### src/logic/srctl_map.svh
// Timing counts and field layout for the static RAM controller
`ifndef SRCTL_MAP_SVH
`define SRCTL_MAP_SVH
`define SRCTL_CLK_PERIOD_NS 20
`define SRCTL_ADDR_W 10
`define SRCTL_WORDS 1024
`define SRCTL_BANKS 2
// Least times in ns as printed
`define SRCTL_T_WSA_NS 1
`define SRCTL_T_WSD_NS 1
`define SRCTL_T_W_NS 7
`define SRCTL_T_WHD_NS 2
`define SRCTL_T_AA_NS 10
`define SRCTL_T_WR_NS 10
// Cycle counts, least times rounded up, never below one; access count adds two more cycles
`define SRCTL_CYC(ns) (((ns) + `SRCTL_CLK_PERIOD_NS - 1) / `SRCTL_CLK_PERIOD_NS)
`define SRCTL_SETUP_CYC `SRCTL_CYC(`SRCTL_T_WSD_NS)
`define SRCTL_PULSE_CYC `SRCTL_CYC(`SRCTL_T_W_NS)
`define SRCTL_HOLD_CYC `SRCTL_CYC(`SRCTL_T_WHD_NS)
`define SRCTL_ACCESS_CYC (`SRCTL_CYC(`SRCTL_T_AA_NS) + 2)
`define SRCTL_RECOV_CYC `SRCTL_CYC(`SRCTL_T_WR_NS)
`endif

### src/logic/srctl_pkg.sv
// Types for the static RAM controller
package srctl_pkg;
    typedef enum logic [2:0] {
        SRCTL_IDLE = 3'b000,
        SRCTL_WSETUP = 3'b001,
        SRCTL_WPULSE = 3'b010,
        SRCTL_WHOLD = 3'b011,
        SRCTL_RWAIT = 3'b100,
        SRCTL_RECOV = 3'b101
    } srctl_state_t;
endpackage

### src/logic/srctl_sync.sv
// Two-flop synchroniser for the device read bit
`timescale 1ns/100ps
`default_nettype none
module srctl_sync (
    input wire logic clock,
    input wire logic rst_n,
    input wire logic async_in,
    output logic sync_out
);
    logic meta_q;
    always_ff @(posedge clock or negedge rst_n) begin
        if (!rst_n) begin
            meta_q <= 1'b0;
            sync_out <= 1'b0;
        end else begin
            meta_q <= async_in;
            sync_out <= meta_q;
        end
    end
endmodule
`default_nettype wire

### src/logic/srctl_top.sv
// Controller driving two 1Kx1 static RAMs as one 2K-word memory
`timescale 1ns/100ps
`default_nettype none
`include "srctl_map.svh"
// Function
// Each device holds 1024 one-bit locations, read and written singly.
// A 10-bit word address picks one bit; no outside decoding per device.
// Select is active low; device acts only while its select is low.
// Deselected device neither reads nor writes and drives output low.
// Selected with strobe low, device stores the input bit at the address.
// Controller holds input bit stable over setup, strobe pulse and hold.
// Selected with strobe high, device shows the addressed bit.
// Read bit equals the bit written, never inverted.
// Top address bit drives one select, its complement the other.
// Larger memories decode selects from upper address bits.
// Output is low while a write is under way.
// Stored bits change only when that location is written again.
module srctl_top
    import srctl_pkg::*;
#(
    parameter int ADDR_W = `SRCTL_ADDR_W
) (
    input wire logic clock,
    input wire logic rst_n,
    input wire logic req_valid,
    input wire logic req_write,
    input wire logic [ADDR_W:0] req_addr,
    input wire logic req_wdata,
    output logic req_ready,
    output logic rsp_valid,
    output logic rsp_rdata,
    output logic [ADDR_W-1:0] word_address,
    output logic [`SRCTL_BANKS-1:0] sel_n,
    output logic write_n,
    output logic data_in,
    input wire logic data_out
);
    localparam logic [3:0] SETUP_C = 4'(`SRCTL_SETUP_CYC);
    localparam logic [3:0] PULSE_C = 4'(`SRCTL_PULSE_CYC);
    localparam logic [3:0] HOLD_C = 4'(`SRCTL_HOLD_CYC);
    localparam logic [3:0] ACCESS_C = 4'(`SRCTL_ACCESS_CYC);
    localparam logic [3:0] RECOV_C = 4'(`SRCTL_RECOV_CYC);

    // ==========================================================
    // State
    srctl_state_t state_q, state_d;
    logic [3:0] cnt_q, cnt_d;
    logic [ADDR_W-1:0] addr_q, addr_d;
    logic [`SRCTL_BANKS-1:0] sel_n_q, sel_n_d;
    logic write_n_q, write_n_d;
    logic data_in_q, data_in_d;
    logic ready_q, ready_d;
    logic rsp_valid_q, rsp_valid_d;
    logic rdata_q, rdata_d;
    logic rd_sync;

    srctl_sync u_sync (
        .clock(clock),
        .rst_n(rst_n),
        .async_in(data_out),
        .sync_out(rd_sync)
    );

    // ==========================================================
    // Decode
    wire logic take = req_valid && ready_q;
    wire logic cnt_done = (cnt_q == 4'h1);
    wire logic [3:0] cnt_dec = cnt_q - 4'h1;
    wire logic bank_hi = req_addr[ADDR_W];
    // One address bit straight to one select, its complement to the other
    wire logic [`SRCTL_BANKS-1:0] sel_pick = {~bank_hi, bank_hi};

    always_comb begin
        state_d = state_q;
        cnt_d = cnt_q;
        addr_d = addr_q;
        sel_n_d = sel_n_q;
        write_n_d = write_n_q;
        data_in_d = data_in_q;
        ready_d = ready_q;
        rsp_valid_d = 1'b0;
        rdata_d = rdata_q;
        unique case (state_q)
            SRCTL_IDLE: begin
                if (take) begin
                    addr_d = req_addr[ADDR_W-1:0];
                    sel_n_d = sel_pick;
                    ready_d = 1'b0;
                    if (req_write) begin
                        data_in_d = req_wdata;
                        cnt_d = SETUP_C;
                        state_d = SRCTL_WSETUP;
                    end else begin
                        cnt_d = ACCESS_C;
                        state_d = SRCTL_RWAIT;
                    end
                end
            end
            SRCTL_WSETUP: begin
                cnt_d = cnt_dec;
                if (cnt_done) begin
                    write_n_d = 1'b0;
                    cnt_d = PULSE_C;
                    state_d = SRCTL_WPULSE;
                end
            end
            SRCTL_WPULSE: begin
                cnt_d = cnt_dec;
                if (cnt_done) begin
                    write_n_d = 1'b1;
                    cnt_d = HOLD_C;
                    state_d = SRCTL_WHOLD;
                end
            end
            SRCTL_WHOLD: begin
                cnt_d = cnt_dec;
                if (cnt_done) begin
                    // Address and data held until here, then deselect
                    sel_n_d = '1;
                    cnt_d = RECOV_C;
                    state_d = SRCTL_RECOV;
                end
            end
            SRCTL_RWAIT: begin
                cnt_d = cnt_dec;
                if (cnt_done) begin
                    rdata_d = rd_sync;
                    rsp_valid_d = 1'b1;
                    sel_n_d = '1;
                    cnt_d = RECOV_C;
                    state_d = SRCTL_RECOV;
                end
            end
            SRCTL_RECOV: begin
                cnt_d = cnt_dec;
                if (cnt_done) begin
                    ready_d = 1'b1;
                    state_d = SRCTL_IDLE;
                end
            end
            default: begin
                state_d = SRCTL_IDLE;
                sel_n_d = '1;
                write_n_d = 1'b1;
                ready_d = 1'b1;
            end
        endcase
    end

    // ==========================================================
    // Registers
    always_ff @(posedge clock or negedge rst_n) begin
        if (!rst_n) begin
            state_q <= SRCTL_IDLE;
            cnt_q <= 4'h0;
            addr_q <= '0;
            sel_n_q <= '1;
            write_n_q <= 1'b1;
            data_in_q <= 1'b0;
            ready_q <= 1'b1;
            rsp_valid_q <= 1'b0;
            rdata_q <= 1'b0;
        end else begin
            state_q <= state_d;
            cnt_q <= cnt_d;
            addr_q <= addr_d;
            sel_n_q <= sel_n_d;
            write_n_q <= write_n_d;
            data_in_q <= data_in_d;
            ready_q <= ready_d;
            rsp_valid_q <= rsp_valid_d;
            rdata_q <= rdata_d;
        end
    end

    assign word_address = addr_q;
    assign sel_n = sel_n_q;
    assign write_n = write_n_q;
    assign data_in = data_in_q;
    assign req_ready = ready_q;
    assign rsp_valid = rsp_valid_q;
    assign rsp_rdata = rdata_q;

    // ==========================================================
    // Checks
    one_select_a: assert property (@(posedge clock) disable iff (!rst_n)
        sel_n_q != 2'b00)
        else $error("both devices selected");
    strobe_sel_a: assert property (@(posedge clock) disable iff (!rst_n)
        !write_n_q |-> sel_n_q != 2'b11)
        else $error("strobe low while deselected");
    data_stable_a: assert property (@(posedge clock) disable iff (!rst_n)
        (state_q != SRCTL_IDLE && state_q != SRCTL_RECOV && $past(state_q) != SRCTL_IDLE)
        |-> $stable(data_in_q) && $stable(addr_q))
        else $error("data or address moved during access");
    pulse_len_a: assert property (@(posedge clock) disable iff (!rst_n)
        $fell(write_n_q) |-> !write_n_q [*1] ##1 write_n_q)
        else $error("write strobe width wrong");
    write_addr_a: assert property (@(posedge clock) disable iff (!rst_n)
        (take && req_write) |=> addr_q == $past(req_addr[ADDR_W-1:0])
        && sel_n_q == $past(sel_pick))
        else $error("write address not captured");
    read_no_wr_a: assert property (@(posedge clock) disable iff (!rst_n)
        state_q == SRCTL_RWAIT |-> write_n_q)
        else $error("strobe low during read");
    read_resp_a: assert property (@(posedge clock) disable iff (!rst_n)
        (take && !req_write) |-> ##4 rsp_valid_q)
        else $error("read answer not on time");
    recov_ready_a: assert property (@(posedge clock) disable iff (!rst_n)
        rsp_valid_q |-> !ready_q ##1 ready_q)
        else $error("ready not back after recovery");
endmodule
`default_nettype wire

### config.mk
export PLATFORM = sky130hd
export DESIGN_NAME = srctl_top
export DESIGN_NICKNAME = d
export VERILOG_FILES = /design/src/logic/srctl_pkg.sv /design/src/logic/srctl_sync.sv /design/src/logic/srctl_top.sv
export VERILOG_INCLUDE_DIRS = /design/src /design/src/logic
export SDC_FILE = /design/constraint.sdc
export NUM_CORES = 1
export LEC_CHECK = 0
export BUFFER_PORTS_ARGS = -buffer_cell sky130_fd_sc_hd__buf_2
export CAP_MARGIN = 25
export CORE_MARGIN = 3
export CORE_UTILIZATION = 25
export DETAILED_ROUTE_END_ITERATION = 8
export SLEW_MARGIN = 10
export SYNTH_ARGS = -nofsm -noshare
export SYNTH_HDL_FRONTEND = slang
export SYNTH_SLANG_ARGS = --single-unit
### constraint.sdc
create_clock -name clock -period 1.6 [get_ports clock]
set_input_delay 0.08 -clock clock [delete_from_list [all_inputs] [get_ports clock]]
set_output_delay 0.08 -clock clock [all_outputs]
set_load 0.03 [all_outputs]
---- Word level (Yosys, flattened, before mapping) ----
Cells that the tools add are included.
storage, ports and cells
  bits of input ports ..................... 17
  flip-flop bits (word level) ............. 26
  word-level logic and storage cells ...... 63
  output and inout bits ................... 17
operators by class
  eq/ne operators ......................... 11
  multiplexer cells ....................... 21
  bitwise gates (word level) .............. 4
  reductions and logical operators ........ 15
  add/sub/neg operators ................... 1
operators with widths
  kind                   count
  $mux W3                6
  $pmux W3 S5            1
  $pmux W4 S3            1
  $reduce_and A3 Y1      4
  $mux W4                2
  $ne A2 B2 Y1 const B   4
  $reduce_or A4 Y1       2
  $eq A3 B2 Y1 const B   2
  $eq A3 B3 Y1 const B   2
  $mux W2                3
  $pmux W1 S3            2
  $pmux W2 S3            1
  $reduce_and A2 Y1      3
  $mux W1                5
  $reduce_and A5 Y1      1
  $eq A4 B1 Y1 const B   1
  $not A1 Y1             4
  $sub A4 B1 Y4 const B  1
  $eq A3 B1 Y1 const B   1
  $logic_not A3 Y1       1
  $reduce_bool A3 Y1     1
  $reduce_or A3 Y1       1
  $ne A2 B1 Y1 const B   1
  $reduce_or A2 Y1       1
  $logic_and A1 B1 Y1    1

---- Logic depth before layout (Yosys ltp) ----
  depth after elaboration ................. 4
  mapped depth ............................ 6
  gate-level depth less buffers ........... 6

---- Cells and area by module ----
A second synthesis with hierarchy kept.
second synthesis, totals
  cells, all modules ...................... 104
  area total of the unflattened synthesis .. 1,258.7 um^2
by module, submodules not included
  module      seq. area each (um^2)  times used  cells an instance  area an instance (um^2)
  srctl_top   605.6                  1           102                1,208.7
  srctl_sync  50.0                   1           2                  50.0

---- Worst setup path before layout ----
No wires, ideal clock.
  path type ............................... register to register
  start ................................... register state_q[0]
  end ..................................... register addr_q[1], in the netlist word_address[1]
  data required time ...................... 1.473 ns
  arrival ................................. 1.455 ns
  path slack .............................. 0.017 ns
  path buffers ............................ 2
  stages on the path, launching flop included .. 6
  cell sequence ........................... dfrtp_1 > buf_6 > or3_4 > nor2_4 > buf_6 > mux2_1
on the way
  cells in the longest elaborated chain, start to end .. 2
RTL lines
  item                         line              source
  start: declaration           srctl_top.sv:46   srctl_state_t state_q, state_d;
  start signal: assignment     srctl_top.sv:164  state_q <= state_d;
  $logic_not A3 Y1             srctl_top.sv:83   unique case (state_q)
  $reduce_and A2 Y1 (no line)  -
  end signal: assignment       srctl_top.sv:166  addr_q <= addr_d;
  end: declaration             srctl_top.sv:48   logic [ADDR_W-1:0] addr_q, addr_d;
Every way passes these cells.
A chain may end at the register's enable or synchronous reset.

---- Worst setup path after layout ----
  start ................................... register state_q[2]
  end ..................................... register addr_q[2], in the netlist word_address[2]
Same word-level chain as after synthesis.

==> impl_metrics.yaml <==
run_status:
  status: "finished, final reports clean"
power:
  switching_power_uw: 1520
  p_leak_uw: 0.000818
  p_seq_share_pct: 30.5
  swShare_pct: 40.8
  p_per_area_mw_per_mm2: 2130
  peakVddDrop_v: 0.000660
  power.internal_uw: 2210
  p_total_uw: 3730
  clkPwrFrac_pct: 14.7
  combPwrFrac_pct: 54.9
global_route:
  grtUsageMet3_pct: 4.14
  grt_busiest_layer: "met2"
  grt_pass1_vias: 1077
  grt_use_total_pct: 10.4
  met2_usage_pct: 19.1
  antenna_found_initial: 0
  grt_util_met1_pct: 11.2
  grt_pass1_wl_um: 4950
  grt_max_degree: 27
  gr-total-overflow: 0
worst_setup_path:
  crit_fanout: 10
  critical_path_class: "reg2reg"
  critical_path_arrival_ps: 1720
  crit_required_ps: 1760
  crit_path_end_kind: "register"
  start_kind: "register"
timing:
  setup_viol: 0
  tightest_slew_ps: 578
  fin_skew_ps: 2.46
  tns_ps: 0
  fmaxAchievable_ghz: 0.641
  relSlewSlack_pct: 61.5
  rsz0062_at_grt: "true"
  drv_slew: 0
  hold_viol: 0
  period_share_pct: 97.5
  fin_crit_ps: 1560
layout:
  area_delta_synth_final_pct: 43.2
  design_area_mm2: 0.00175
  fillerInstances: 422
  multi_input_area_um2: 601
  fin_nets: 173
  utilization_pct: 38.7
  register_area_um2: 658
  antennaDiodeCount: 0
  drive_above_1_share_pct: 49.0
yosys:
  synth_top_cell_by_area: "dfrtp_1"
  avgSynthCellArea_um2: 12.2
  yosys_warnings: 0
  async_flop_share_pct: 100
  syn_nets: 119
  syn_area_mm2: 0.00122
  ys_ff_latch: 26
  synth_area_leaders: "dfrtp_1 (45%), mux2_1 (10%), dfstp_2 (8.6%), a21oi_1 (3.7%), ha_1 (2.0%)"
  synth_top_cell_area_share_pct: 44.9
  synth_most_common_cell: "dfrtp_1"
  synthTopCellsByCount: "dfrtp_1 (22), mux2_1 (11), a21oi_1 (9)"
  ys_seq_area_share_pct: 53.5
  synth_edf_count: 0
  ys_types: 38
  synth_ff_type: "dfrtp_1"
  synthCells: 100
clocking:
  cts.path.max_buffers: 2
  clk_latency_ps: 270
  cts_htree_levels: 1
  path_clk_slew_ps: 90
  clock-sinks: 26
  root_buffer: "clkbuf_8"
  cts_buffers: 3
  cts_tree: "built"
route:
  via_per_inst: 4.67
  drt_iter0_drc: 75
  routed_wl_um: 2950
  firstDrtPassIters: 4
  drc: 0
  via_count: 1018
  ant_nets: 0
  wl_per_cell_um: 13.5
job:
  max_cap_viol_count: 0
die:
  pin_count: 34
  die_w_um: 76.0
  coreArea_mm2: 0.00453
  start_util_pct: 27.0
  die_area_mm2: 0.00578
  die_h_um: 76.0
  rows: 24
min_path:
  hold_path.class: "in2reg"
placed_design:
  io_buffers: 33
  gp_congestion: 0.818
  hpwlAfterDp_um: 2060
  placed_area_mm2: 0.00156
## registers in the layout, indices dropped and copies added (netlist names)
register	cells
state_q	3
sel_n	2
u_sync.sync_out	1
rsp_rdata	1
data_in	1
word_address	10
u_sync.meta_q	1
cnt_q	4
write_n	1
req_ready	1
rsp_valid	1
## logic make-up (layout without fill, tap and decap cells)
| family | after synthesis | after routing | share of synthesized area, % |
|---|---|---|---|
| compound gates | 26 | 26 | 14.7 |
| fa+ha+maj | 2 | 2 | 2.04 |
| buf+inv | 6 | 59 | 3.06 |
| xor+xnor | 1 | 1 | 0.715 |
| flops | 26 | 26 | 53.5 |
| simple gates | 27 | 27 | 14.6 |
| mux | 12 | 12 | 11.3 |
## stage by stage
step                hold WS (ps)  std cells  worst slack [ps]
floorplan                   -216        100              17.2
detailed placement           109        208              -102
global placement             102        208              23.7
finish                      15.4        218              40.7
global route                2.99        218             -16.7
CTS                         9.48        217              13.1
## repair_timing
| action | 4_1_cts | 5_1_grt |
|---|---|---|
| hold buffers | 3 | 0 |
| buffers inserted | 2 | 1 |
| pin swaps | 1 | 1 |
| hold endpoints to repair | 24 | 0 |
| setup endpoints to repair | 3 | 18 |
| resized for setup | 7 | 8 |
## layout make-up
| cell class | instances | area share, % |
|---|---|---|
| Sequential cell | 26 | 37.5 |
| Timing Repair Buffer | 53 | 19.1 |
| Inverter | 2 | 0.428 |
| Clock buffer | 3 | 2.35 |
| Clock inverter | 1 | 1.71 |
| Tap cell | 65 | 4.64 |
| Multi-Input combinational cell | 68 | 34.2 |
## power by group through the flow
stage | Combinational (uW) | Sequential [uW] | Clock [uW]
finish | 2050 | 1140 | 547
global route | 2220 | 1170 | 596
CTS | 1930 | 1130 | 564
global placement | 1760 | 1110 | 0
floorplan | 842 | 1470 | 0
detailed placement | 1810 | 1120 | 0
## cells in the final DEF, fill, tap and decap left out, types with 3 or more instances in the layout
| cell | synthesis | layout |
|---|---|---|
| nand2_1 | 5 | 4 |
| dfstp_2 | 4 | 4 |
| clkbuf_8 | 0 | 3 |
| buf_2 | 0 | 33 |
| a21oi_1 | 9 | 8 |
| buf_4 | 0 | 16 |
| dfrtp_1 | 22 | 20 |
| mux2_1 | 11 | 11 |
| nor2_1 | 5 | 4 |
| dlygate4sd3_1 | 0 | 3 |
## critical path, cell delays in order (launching register included)
cell and delay (ps):
dfrtp_1 400, or3_4 430, nor2_4 140, buf_12 140, mux2_1 320
## worst paths after layout
path                                from         endpoint  slack [ps]  depth (start not counted)
setup / recovery              state_q[2]  word_address[2]          40                          4
hold / removal               req_addr[7]  word_address[7]          20                          2
setup reg to reg              state_q[2]  word_address[2]          40                          4
hold reg to reg            u_sync.meta_q  u_sync.sync_out         360                          0
max in group asynchronous          rst_n       state_q[1]         850                          2
min in group asynchronous          rst_n  word_address[5]         340                          2
## routing by layer
layer  part of all wire (%)  wire length [um]
met2                     52              1530
met3                    7.2               213
met4                   0.34                10
met1                     41              1190
met5                      0                 0
No activity file was read; power rests on OpenSTA's default activity.
